==> src/rtl/hwmon_err_pkg.sv <==
// Shared constants and carrier types for the sticky error status registers.
package hwmon_err_pkg;

   ////////////////////////////////////////////////////////////////////////////
   // Register byte addresses on the management register port.
   localparam logic [7:0] CPU1_THROTTLE_ERROR_STATUS_ADDR = 8'h4C;
   localparam logic [7:0] CPU2_THROTTLE_ERROR_STATUS_ADDR = 8'h4D;
   localparam logic [7:0] INPUT_PIN_ERROR_STATUS_ADDR     = 8'h4E;
   localparam logic [7:0] FAN_TACH_ERROR_STATUS_ADDR      = 8'h4F;

   // Width of every status register and its value after reset.
   localparam int         STATUS_W     = 8;
   localparam logic [7:0] STATUS_RESET = 8'h00;
   localparam logic [7:0] READ_UNMAPPED = 8'h00;

   ////////////////////////////////////////////////////////////////////////////
   // Bit positions inside a processor throttle status register.
   localparam int ANY_THROTTLE_BIT  = 0;
   localparam int BAND_0_12_BIT     = 1;
   localparam int BAND_12_25_BIT    = 2;
   localparam int BAND_25_50_BIT    = 3;
   localparam int BAND_50_75_BIT    = 4;
   localparam int BAND_75_100_BIT   = 5;
   localparam int FULL_THROTTLE_BIT = 6;
   localparam int LIMIT_FLAG_BIT    = 7;

   // Duty is n/256 of the interval; band edges at 12.5, 25, 50 and 75 percent.
   localparam logic [7:0] DUTY_ZERO   = 8'h00;
   localparam logic [7:0] DUTY_12_5   = 8'h20;
   localparam logic [7:0] DUTY_25     = 8'h40;
   localparam logic [7:0] DUTY_50     = 8'h80;
   localparam logic [7:0] DUTY_75     = 8'hC0;

   ////////////////////////////////////////////////////////////////////////////
   // Fan register: four tachometer flags in the low bits, 7:4 reserved.
   localparam int         TACH_COUNT    = 4;
   localparam logic [7:0] FAN_USED_MASK = 8'h0F;

   ////////////////////////////////////////////////////////////////////////////
   // One completed throttle monitoring interval.
   typedef struct packed {
      logic       done;  // One-cycle pulse at the end of an interval.
      logic       full;  // Throttle input was active for the whole interval.
      logic [7:0] duty;  // Active time as n/256 of the interval.
   } throttle_meas_t;

   // One register access from the management interface engine.
   typedef struct packed {
      logic       rd;
      logic       wr;
      logic [7:0] addr;
      logic [7:0] wdata;
   } reg_req_t;

endpackage

==> src/rtl/hwmon_error_status.sv <==
// Sticky throttle, input pin and fan error status registers with host access.
//
// Notes on behaviour
// - Any-throttle bit latches on any nonzero throttle in an interval.
// - Bit 1 latches when duty is at least zero and below 12.5 percent.
// - Bit 2 latches when duty is from 12.5 up to 25 percent.
// - Bit 3 latches when duty is from 25 up to 50 percent.
// - Bit 4 latches when duty is from 50 up to 75 percent.
// - Bit 5 latches when duty is from 75 up to 100 percent.
// - Bit 6 latches when the input was active the whole interval.
// - Bit 7 latches when duty exceeds the programmed throttle limit.
// - Only the limit flag of a throttle register feeds the host summary.
// - Fan bits 0 to 3 latch when tach value exceeds limit; 7:4 read zero.
// - The first processor register works alike, its limit flag also summarised.
`timescale 1ns/100ps
`default_nettype none

module hwmon_error_status
   import hwmon_err_pkg::*;
#(
   parameter int TACH_W = 16
) (
   input  wire logic                             clk_sys,
   input  wire logic                             rst,
   input  wire reg_req_t                         reg_req,
   output var  logic [7:0]                       reg_rdata,
   output var  logic                             reg_rvalid,
   input  wire throttle_meas_t                   cpu1_meas,
   input  wire throttle_meas_t                   cpu2_meas,
   input  wire logic [7:0]                       cpu1_throttle_limit,
   input  wire logic [7:0]                       cpu2_throttle_limit,
   input  wire logic [7:0]                       general_pin,
   input  wire logic [7:0]                       input_error_mask,
   input  wire logic [TACH_COUNT-1:0][TACH_W-1:0] tach_value,
   input  wire logic [TACH_COUNT-1:0][TACH_W-1:0] tach_limit,
   output var  logic                             host_error_flag
);

   if (TACH_W < 1 || TACH_W > 16) begin : g_tach_check
      $error("hwmon_error_status TACH_W out of range");
   end

   ////////////////////////////////////////////////////////////////////////////
   // Throttle interval classification.

   // Turns one completed interval into the set vector of a throttle register.
   function automatic logic [7:0] throttle_set(input throttle_meas_t m,
                                               input logic [7:0]     limit);
      logic [7:0] s;
      s = 8'h00;
      if (m.done) begin
         s[ANY_THROTTLE_BIT]  = m.full || (m.duty != DUTY_ZERO);
         // A full interval reports in its own bit, the any-throttle bit and the limit flag, but in no band.
         s[BAND_0_12_BIT]     = !m.full && (m.duty < DUTY_12_5);
         s[BAND_12_25_BIT]    = !m.full && (m.duty >= DUTY_12_5) && (m.duty < DUTY_25);
         s[BAND_25_50_BIT]    = !m.full && (m.duty >= DUTY_25) && (m.duty < DUTY_50);
         s[BAND_50_75_BIT]    = !m.full && (m.duty >= DUTY_50) && (m.duty < DUTY_75);
         s[BAND_75_100_BIT]   = !m.full && (m.duty >= DUTY_75);
         s[FULL_THROTTLE_BIT] = m.full;
         // Full throttle is above any limit the 8-bit code can express.
         s[LIMIT_FLAG_BIT]    = m.full || (m.duty > limit);
      end
      return s;
   endfunction

   logic [7:0] cpu1_set;
   logic [7:0] cpu2_set;
   logic [7:0] gpi_set;
   logic [7:0] fan_set;

   // Set vectors for the two processor registers.
   always_comb begin
      cpu1_set = throttle_set(cpu1_meas, cpu1_throttle_limit);
      cpu2_set = throttle_set(cpu2_meas, cpu2_throttle_limit);
   end

   ////////////////////////////////////////////////////////////////////////////
   // Input pin and fan tachometer conditions.

   // A low pin sets its flag every cycle it stays low, unless masked.
   always_comb begin
      gpi_set = ~general_pin & ~input_error_mask;
   end

   // Tach counts grow as the fan slows, so above the limit means too slow.
   always_comb begin
      fan_set = 8'h00;
      for (int i = 0; i < TACH_COUNT; i++) begin
         fan_set[i] = tach_value[i] > tach_limit[i];
      end
   end

   ////////////////////////////////////////////////////////////////////////////
   // Host write decode: each one in the written byte clears that flag.
   logic [7:0] cpu1_clr;
   logic [7:0] cpu2_clr;
   logic [7:0] gpi_clr;
   logic [7:0] fan_clr;

   always_comb begin
      cpu1_clr = 8'h00;
      cpu2_clr = 8'h00;
      gpi_clr  = 8'h00;
      fan_clr  = 8'h00;
      if (reg_req.wr) begin
         unique case (reg_req.addr)
            CPU1_THROTTLE_ERROR_STATUS_ADDR: cpu1_clr = reg_req.wdata;
            CPU2_THROTTLE_ERROR_STATUS_ADDR: cpu2_clr = reg_req.wdata;
            INPUT_PIN_ERROR_STATUS_ADDR:     gpi_clr  = reg_req.wdata;
            FAN_TACH_ERROR_STATUS_ADDR:      fan_clr  = reg_req.wdata & FAN_USED_MASK;
            default: begin
            end
         endcase
      end
   end

   ////////////////////////////////////////////////////////////////////////////
   // The four sticky registers.
   logic [7:0] cpu1_q;
   logic [7:0] cpu2_q;
   logic [7:0] gpi_q;
   logic [3:0] fan_q;

   sticky_status_reg #(.W(STATUS_W)) u_cpu1 (
      .clk_sys (clk_sys),
      .rst     (rst),
      .set     (cpu1_set),
      .clr     (cpu1_clr),
      .q       (cpu1_q)
   );

   sticky_status_reg #(.W(STATUS_W)) u_cpu2 (
      .clk_sys (clk_sys),
      .rst     (rst),
      .set     (cpu2_set),
      .clr     (cpu2_clr),
      .q       (cpu2_q)
   );

   sticky_status_reg #(.W(STATUS_W)) u_gpi (
      .clk_sys (clk_sys),
      .rst     (rst),
      .set     (gpi_set),
      .clr     (gpi_clr),
      .q       (gpi_q)
   );

   sticky_status_reg #(.W(TACH_COUNT)) u_fan (
      .clk_sys (clk_sys),
      .rst     (rst),
      .set     (fan_set[TACH_COUNT-1:0]),
      .clr     (fan_clr[TACH_COUNT-1:0]),
      .q       (fan_q)
   );

   ////////////////////////////////////////////////////////////////////////////
   // Read port and host summary.
   logic [7:0] next_rdata;
   logic       next_rvalid;
   logic       next_host_error;

   // Reads return the flags as they stood when the request was taken.
   always_comb begin
      next_rvalid = reg_req.rd;
      next_rdata  = READ_UNMAPPED;
      if (reg_req.rd) begin
         unique case (reg_req.addr)
            CPU1_THROTTLE_ERROR_STATUS_ADDR: next_rdata = cpu1_q;
            CPU2_THROTTLE_ERROR_STATUS_ADDR: next_rdata = cpu2_q;
            INPUT_PIN_ERROR_STATUS_ADDR:     next_rdata = gpi_q;
            // Reserved upper nibble reads as zero.
            FAN_TACH_ERROR_STATUS_ADDR:      next_rdata = {4'h0, fan_q};
            default:                         next_rdata = READ_UNMAPPED;
         endcase
      end
   end

   // Band and any-throttle flags are deliberately kept out of the summary.
   always_comb begin
      next_host_error = cpu1_q[LIMIT_FLAG_BIT] || cpu2_q[LIMIT_FLAG_BIT]
                        || (gpi_q != 8'h00) || (fan_q != 4'h0);
   end

   // Output flops; the summary lags the flags by one cycle.
   always_ff @(posedge clk_sys) begin
      if (rst) begin
         reg_rdata       <= READ_UNMAPPED;
         reg_rvalid      <= 1'b0;
         host_error_flag <= 1'b0;
      end else begin
         reg_rdata       <= next_rdata;
         reg_rvalid      <= next_rvalid;
         host_error_flag <= next_host_error;
      end
   end
endmodule

`default_nettype wire

==> src/rtl/sticky_status_reg.sv <==
// One sticky status register: hardware sets, a one in a host write clears.
`timescale 1ns/100ps
`default_nettype none

module sticky_status_reg
   import hwmon_err_pkg::*;
#(
   parameter int W = STATUS_W
) (
   input  wire logic         clk_sys,
   input  wire logic         rst,
   input  wire logic [W-1:0] set,
   input  wire logic [W-1:0] clr,
   output var  logic [W-1:0] q
);

   if (W < 1 || W > STATUS_W) begin : g_width_check
      $error("sticky_status_reg width out of range");
   end

   logic [W-1:0] next_q;

   // A set in the same cycle as its clear wins, so no event is lost.
   always_comb begin
      next_q = (q & ~clr) | set;
   end

   // Flags hold until cleared; reset brings them all to zero.
   always_ff @(posedge clk_sys) begin
      if (rst) begin
         q <= W'(STATUS_RESET);
      end else begin
         q <= next_q;
      end
   end
endmodule

`default_nettype wire

==> config.mk <==
export PLATFORM = sky130hd
export DESIGN_NAME = hwmon_error_status
export DESIGN_NICKNAME = d
export VERILOG_FILES = /design/src/rtl/hwmon_err_pkg.sv /design/src/rtl/hwmon_error_status.sv /design/src/rtl/sticky_status_reg.sv
export SDC_FILE = /design/constraint.sdc
export NUM_CORES = 1
export LEC_CHECK = 0
export BUFFER_PORTS_ARGS = -buffer_cell sky130_fd_sc_hd__buf_2
export CAP_MARGIN = 10
export CORE_ASPECT_RATIO = 0.7
export CORE_MARGIN = 4
export CORE_UTILIZATION = 51
export CTS_CLUSTER_DIAMETER = 30
export CTS_CLUSTER_SIZE = 10
export DETAILED_ROUTE_END_ITERATION = 10
export PLACE_DENSITY = 0.93
export SLEW_MARGIN = 20
export SYNTH_ARGS = -nofsm -noshare
export SYNTH_HDL_FRONTEND = slang
export SYNTH_HIERARCHICAL = 1
export SYNTH_SLANG_ARGS = --single-unit
==> constraint.sdc <==
create_clock -name clk_sys -period 2.5 [get_ports clk_sys]
set_clock_uncertainty 0.05 [all_clocks]
set_input_delay 0.25 -clock clk_sys [delete_from_list [all_inputs] [get_ports clk_sys]]
set_output_delay 0.25 -clock clk_sys [all_outputs]
set_load 0.1 [all_outputs]
======== After elaboration in Yosys (flattened, before gate mapping) ========
Index checks and enable logic that the tools add are counted.
storage, ports and cells
  word-level logic and storage cells ...... 90
  register bits ........................... 38
  input port bits ......................... 200
cells by class
  $lt $le $gt $ge ......................... 22
  eq/ne operators ......................... 4
  muxes and demuxes ....................... 11
  bitwise operators ....................... 16
  reductions and logical operators ........ 30
operator list
  kind                  count
  $gt A16 B16 Y1        4
  $mux W8               8
  $not A8 Y8            5
  $and A8 B8 Y8         4
  $eq A8 B7 Y1 const B  4
  $ge A8 B8 Y1 const B  4
  $lt A8 B8 Y1 const B  4
  $pmux W8 S4           1
  $or A8 B8 Y8          3
  $reduce_bool A8 Y1    3
  $ge A8 B6 Y1 const B  2
  $ge A8 B7 Y1 const B  2
  $gt A8 B8 Y1          2
  $logic_and A1 B1 Y1   16
  $lt A8 B6 Y1 const B  2
  $lt A8 B7 Y1 const B  2
  $mux W4               2
  $logic_or A1 B1 Y1    7
  $and A4 B4 Y4         1
  $not A4 Y4            1
  $or A4 B4 Y4          1
  $reduce_bool A4 Y1    1
  $logic_not A1 Y1      2
  $reduce_or A2 Y1      1
  $not A1 Y1            1

======== Longest topological paths before layout ========
Gate-level depths: netlist of the first run.
  depth in word-level cells ............... 6
  gate-level depth with buffers ........... 9

======== By module ========
Netlist of the first run, hierarchy kept.
modules (own cells, without submodules)
  module                          times used  area each (µm²)  cells an instance
  hwmon_error_status              1           2827.7           413
  sticky_status_reg (u_cpu1 ...)  3           381.6            33
  sticky_status_reg (u_fan)       1           140.1            16

======== Worst setup path after synthesis of the first run ========
No wires, ideal clock.
  path type ............................... in2reg
  from .................................... in cpu2_throttle_limit[5]
  to ...................................... reg u_cpu2.q[7]
  arrival ................................. 1414 ps
  stages .................................. 8
  slack ................................... 922 ps
  library setup time ...................... 113 ps
  path buffers ............................ 0
  cell sequence ........................... inv_1 -> ha_1 -> a21o_1 -> a21o_1 -> a2111oi_0 -> nor3_1 -> inv_1 -> a21oi_2
between the ends
  longest elaborated chain between the ends .. 4
ends and longest elaborated chain
  element                 RTL line                  RTL
  start: declaration      hwmon_error_status.sv:31  input wire logic [7:0] cpu2_throttle_limit,
  $gt A8 B8 Y1            hwmon_error_status.sv:61  s[LIMIT_FLAG_BIT] = m.full || (m.duty > limit);
  $logic_or A1 B1 Y1      hwmon_error_status.sv:61
  $mux W8                 hwmon_error_status.sv:51  if (m.done) begin
  via cpu2_set[7]         hwmon_error_status.sv:67  logic [7:0] cpu2_set;
  $or A8 B8 Y8            sticky_status_reg.sv:25   next_q = (q & ~clr) | set;
  end signal: assignment  sticky_status_reg.sv:31   q <= W'(STATUS_RESET);
  end signal: assignment  sticky_status_reg.sv:33   q <= next_q;
  end: declaration        sticky_status_reg.sv:14   output var logic [W-1:0] q
The timed path passes the listed nets, and every way through them passes these cells.
A chain may end at the register's enable or synchronous reset.

======== Worst setup path in the final report of the first run ========
  from .................................... in reg_req[15] (netlist bit)
  to ...................................... reg u_cpu1.q[6]
between the ends
  longest elaborated chain between the ends .. 6
ends and longest elaborated chain
  element                 RTL line                   RTL
  start: declaration      hwmon_error_status.sv:25   input wire reg_req_t reg_req,
  $eq A8 B7 Y1            hwmon_error_status.sv:106  unique case (reg_req.addr)
  $mux W8                 hwmon_error_status.sv:106
  $mux W8                 hwmon_error_status.sv:105  if (reg_req.wr) begin
  via cpu1_clr[6]         hwmon_error_status.sv:95   logic [7:0] cpu1_clr;
  $not A8 Y8              sticky_status_reg.sv:25
  $and A8 B8 Y8           sticky_status_reg.sv:25
  $or A8 B8 Y8            sticky_status_reg.sv:25
  end signal: assignment  sticky_status_reg.sv:31
  end signal: assignment  sticky_status_reg.sv:33
  end: declaration        sticky_status_reg.sv:14
The timed path passes the listed nets, and every way through them passes these cells.

==> impl_metrics.toml, run 1 <==
[run_status]
status = "complete, no violations"

[sta]
report.final.slew_viol_count = 0
setup_viol = 0
hold_viol = 0
rsz0062_at_grt = "false"
hold_ws_ps = 142
finalWorstSetupSlack_ps = 907
max_freq_mhz = 628
min_period_ps = 1590
fin_crit_sh_pct = 63.7
tightest_slew_ps = 502
relSlewSlack_pct = 66.8
tns_ps = 0

[critical_path]
worstRegToRegCells = 2
cp_slowest_cell = "or3b_1"
r2r_start = "u_cpu1/q[0]$_SDFF_PP0_"
r2r-end = "reg_rdata[0]$_SDFF_PP0_"
path_buf_inv = 1
arrival_ps = 1700
crit_type = "input pin to flip-flop"
cp_slowest_stage_delay_ps = 540
r2r_setup_slack_ps = 1290
cp_top_family = "simple AND/OR/NAND/NOR gates"
critPathCaptureType = "flip-flop"
required_ps = 2610
setup.worst_path.start_class = "input pin"
critical_path.cell_chain = "buf_2, nand4b_4, nor3_4, or3b_1, nor2_1, nand2b_4, a21oi_2"
critical_path.max_fanout = 9

[floorplan]
die_w_um = 115
rows = 27
die_area_sq_um = 9590
coreArea_sq_um = 7870
start_util_pct = 52.2
die_h_um = 83.1
num_io_pins = 210

[logic_synthesis]
synth_edf_count = 0
synth.most_common_cell = "inv_1"
synth-seq-area-share_pct = 18.5
syn_area_per_cell_sq_um = 7.79
synth-seq-cells = 38
synthArstFlopShare_pct = 0
syn_nets = 808
synthTopCellsByArea = "ha_1 (24%), dfxtp_1 (18%), inv_1 (11%)"
syn_inst = 528
yosys.area.top_type_share_pct = 24.3
synthesis.area_sq_um = 4110
netlist_top_cells_count = "inv_1 (116), ha_1 (80), nor2_1 (60), a21oi_1 (44), dfxtp_1 (38)"
synth_cell_types = 38
synth_top_area_cell = "ha_1"
ys_warn_count = 6
ys.flop_type = "dfxtp_1"

[place]
place_congestion = 0.867
place_inst = 832
placed_area_sq_um = 5240
place_ws_ps = 635
dpl.hpwl_um = 10500
io_buffers = 209

[clock_network]
ctsHtreeMaxLevel = 2
clockBufferDepth = 2
ctsHoldBuffers = 0
clock_sinks = 38
clk_pin_slew_ps = 60
cts_buffers = 5
insertion_delay_ps = 290
cts_setup_buffers = 0
post_cts_resized = 0
cts_tree = "yes"
root_buffer = "clkbuf_16"

[cells_and_area]
nNetsFinal = 1018
multi_input_area_sq_um = 2870
stdcell_count = 840
final-seq-area_sq_um = 761
final_area_sq_um = 5440
antenna_cells = 0
drive_gt1_share_pct = 36.8
syn_to_final_growth_pct = 32.3
final_core_util_pct = 69.1
final.fill_count = 599

[hold_path]
hold_depth = 2
holdCritStartpoint = "rst"
whs_endpoint = "reg_rvalid$_SDFF_PP0_"
worst_hold_path_type = "input pin to flip-flop"

[pwr]
seqPwrFrac_pct = 31.1
switching_share_pct = 28.4
internal_power_mw = 1.54
ir_drop_v = 0.000390
p_switching_mw = 0.613
power.clock.fraction_pct = 39.6
total_power_mw = 2.15
leakage_nw = 2.99
powerDensity_nw_per_um2 = 396
share_comb_of_total_power_pct = 29.3

[grt]
use_met2_pct = 45.1
first_global_vias = 4599
track_usage_pct = 24.7
grt_overflow = 0
grt_max_degree = 30
use_met1_pct = 29.3
antenna_found_initial = 0
grt_pass1_wl_um = 19600
use_met3_pct = 4.30
grt-busiest-layer = "met2"

[detailed_routing]
post_drt_wl_per_cell_um = 14.5
drtAntennaViolNets = 0
drcViolationCount = 0
via_per_inst = 5.27
wirelength_um = 12200
vias = 4425
dr.first_iter.drc_count = 175
drtPass1Iterations = 5

[flow_run]
drv_cap = 0
==> flip-flops by register name (all words and copies together) (netlist names) <==
| signal | count |
|---|---|
| u_gpi/q | 8 |
| host_error_flag | 1 |
| u_cpu2/q | 8 |
| u_fan/q | 4 |
| reg_rvalid | 1 |
| u_cpu1/q | 8 |
| reg_rdata | 8 |
==> cells in the final DEF (no fill, tap or decap), types with 11 or more instances in the layout <==
| cell type | Yosys | final |
|---|---|---|
| a21oi_1 | 44 | 44 |
| a21oi_2 | 24 | 24 |
| buf_2 | 2 | 209 |
| dfxtp_1 | 38 | 38 |
| ha_1 | 80 | 80 |
| inv_1 | 116 | 116 |
| nand2_1 | 33 | 33 |
| nand2b_4 | 24 | 24 |
| nand4_1 | 12 | 12 |
| nor2_1 | 60 | 60 |
| o21ai_0 | 11 | 11 |
==> final cells by class <==
cell class / instances / share of cell area [%]
Multi-Input combinational cell: 367 / 52.7
Tap cell: 101 / 2.32
Clock buffer: 6 / 2.55
Clock inverter: 2 / 1.10
Timing Repair Buffer: 210 / 19.4
Inverter: 116 / 8.00
Sequential cell: 38 / 14.0
==> worst reg2reg max path: cells and delay by family (launching register included) <==
kind          cells  cell delay (ps)
mux               1              480
flops             1              360
simple gates      1              200
==> cells by family (layout without fill, tap and decap cells) <==
family	count (synthesis)	in the layout	share of synthesized area [%]
AND/OR/NAND/NOR	179	179	26.4
adder cells (fa/ha/maj)	80	80	24.3
AO/OA/AOI/OAI	100	100	15.8
buffers and inverters	123	334	11.8
flip-flops	38	38	18.5
multiplexers	8	8	3.16
==> power groups by stage <==
stage / Sequential [mW] / Clock (mW) / Combinational, mW
finish: 0.671 / 0.853 / 0.630
global route: 0.675 / 0.891 / 0.710
CTS: 0.670 / 0.864 / 0.627
detailed placement: 0.683 / 0 / 0.621
global placement: 0.681 / 0 / 0.578
floorplan: 0.690 / 0 / 0.343
==> per-layer routing <==
metal	part of all wire, %	up-vias
li1	-	2186
met1	40	1988
met2	49	224
met3	9.5	27
met5	0	-
met4	1.7	0
==> worst max path at each step <==
| stage | start | end | slack, ps | cells after the start |
|---|---|---|---|---|
| after floorplan | cpu2_throttle_limit[5] | u_cpu2/q[7]$_SDFF_PP0_ | 920 | 8 |
| after detailed placement | reg_req[15] | u_cpu1/q[7]$_SDFF_PP0_ | 630 | 7 |
| final | reg_req[15] | u_cpu1/q[6]$_SDFF_PP0_ | 910 | 7 |
| after global placement | tach_limit[30] | u_fan/q[1]$_SDFF_PP0_ | 700 | 9 |
| after global routing | tach_value[14] | u_fan/q[0]$_SDFF_PP0_ | 780 | 8 |
| after CTS | reg_req[15] | u_cpu1/q[6]$_SDFF_PP0_ | 930 | 7 |
(Power assumes the default switching activity.)
==> inputs of run 2 (changes only) <==
--- a/config.mk
+++ b/config.mk
@@ -9,11 +9,11 @@
 export CAP_MARGIN = 10
 export CORE_ASPECT_RATIO = 0.7
 export CORE_MARGIN = 4
-export CORE_UTILIZATION = 51
+export CORE_UTILIZATION = 47
 export CTS_CLUSTER_DIAMETER = 30
 export CTS_CLUSTER_SIZE = 10
 export DETAILED_ROUTE_END_ITERATION = 10
-export PLACE_DENSITY = 0.93
+export PLACE_DENSITY = 0.87
 export SLEW_MARGIN = 20
 export SYNTH_ARGS = -nofsm -noshare
 export SYNTH_HDL_FRONTEND = slang
==> constraint.sdc (replaced) <==
create_clock -name clk_sys -period 1.5 [get_ports clk_sys]
set_clock_uncertainty 0.05 [all_clocks]
set_input_delay 0.15 -clock clk_sys [delete_from_list [all_inputs] [get_ports clk_sys]]
set_output_delay 0.15 -clock clk_sys [all_outputs]
set_load 0.1 [all_outputs]
==> impl_metrics.toml, run 2 (synthesis results as in run 1) <==
[hold_path]
worst_hold_path_type = "input pin to flip-flop"

[pwr]
powerDensity_nw_per_um2 = 600
ir_drop_v = 0.000396
leakage_nw = 3.15
total_power_mw = 3.46

[grt]
grt_overflow = 0
grt_max_degree = 30
first_global_vias = 4767
grt_pass1_wl_um = 20300
use_met1_pct = 28.0
antenna_found_initial = 0
use_met3_pct = 3.91
grt-busiest-layer = "met2"
use_met2_pct = 43.5
track_usage_pct = 23.6

[place]
dpl.hpwl_um = 10900
io_buffers = 209
place_congestion = 0.893
place_ws_ps = -334
placed_area_sq_um = 5510
place_inst = 884

[critical_path]
required_ps = 1600
arrival_ps = 1540
setup.worst_path.start_class = "input pin"
crit_type = "input pin to flip-flop"
critical_path.max_fanout = 2
critPathCaptureType = "flip-flop"

[clock_network]
clk_pin_slew_ps = 60
clock_sinks = 38
root_buffer = "clkbuf_16"
ctsHoldBuffers = 0
cts_tree = "yes"
cts_buffers = 5
insertion_delay_ps = 290
cts_setup_buffers = 0
clockBufferDepth = 2
ctsHtreeMaxLevel = 2

[floorplan]
die_w_um = 120
start_util_pct = 48.5
die_area_sq_um = 10300
rows = 28
die_h_um = 86.3
num_io_pins = 210
coreArea_sq_um = 8480

[sta]
relSlewSlack_pct = 66.4
hold_viol = 0
fin_crit_sh_pct = 96.1
max_freq_mhz = 694
report.final.slew_viol_count = 0
tns_ps = 0
setup_viol = 0
min_period_ps = 1440
hold_ws_ps = 67.2
finalWorstSetupSlack_ps = 59.1
rsz0062_at_grt = "false"
tightest_slew_ps = 507

[cells_and_area]
final_common_cell = "buf_2"
final_area_sq_um = 5760
final_core_util_pct = 68.0
nNetsFinal = 1051
final.fill_count = 696
syn_to_final_growth_pct = 40.1
drive_gt1_share_pct = 40.4
antenna_cells = 0
stdcell_count = 892
mostFrequentLayoutCells = "buf_2 (209), inv_1 (116), ha_1 (77), nor2_1 (60), a21oi_1 (44)"

[detailed_routing]
drtPass1Iterations = 5
drtAntennaViolNets = 0
drcViolationCount = 0
via_per_inst = 5.07
vias = 4520
post_drt_wl_per_cell_um = 14.1
wirelength_um = 12600
dr.first_iter.drc_count = 184

[flow_run]
drv_cap = 0

[run_status]
status = "complete, no violations"
run 2: area by class of cell:
cell class              instances  area (sq um)  area share, %
multi-input cells             367          2950           51.2
inverters                     116           435           7.56
flip-flops and latches         38           761           13.2
repair buffers                243          1300           22.6
well taps                     120           150           2.61
clock buffers                   5           125           2.17
clock inverters                 3          40.0          0.695
run 2: path summary, 6_finish.rpt:
| kind | startpoint | to | slack, ps | cells past startpoint |
|---|---|---|---|---|
| worst max-delay path | cpu2_meas[5] | u_cpu2/q[7]$_SDFF_PP0_ | 60 | 8 |
| worst min-delay path | rst | reg_rvalid$_SDFF_PP0_ | 70 | 2 |
| worst max register to register | u_gpi/q[2]$_SDFF_PP0_ | reg_rdata[2]$_SDFF_PP0_ | 290 | 2 |
| worst min register to register | u_cpu1/q[5]$_SDFF_PP0_ | u_cpu1/q[5]$_SDFF_PP0_ | 440 | 2 |
run 2: report_power, final:
group	total, mW	leakage (nW)	internal [mW]	switching [mW]
sequential	1.12	0.312	1.06	0.0567
combinational	1.15	2.75	0.578	0.571
clock	1.19	0.0836	0.778	0.412
total	3.46	3.15	2.42	1.04
run 2: what timing repair did:
action                                  4_1_cts  5_1_grt
endpoints found under the setup margin        1        4
pin swaps                                     0        6
resized for setup                             2        8
run 2: per-layer routing:
metal / wire [um] / part of all wire [%]
met2: 6090 / 48
met1: 5180 / 41
met4: 393 / 3.1
met3: 937 / 7.4
met5: 0 / 0
run 2: worst max-delay path, cell delays in order:
cell,delay (ps)
buf_2,110
ha_1,310
a21o_1,160
a21o_1,200
a2111oi_4,350
nor3_1,90
inv_1,110
a21oi_2,70
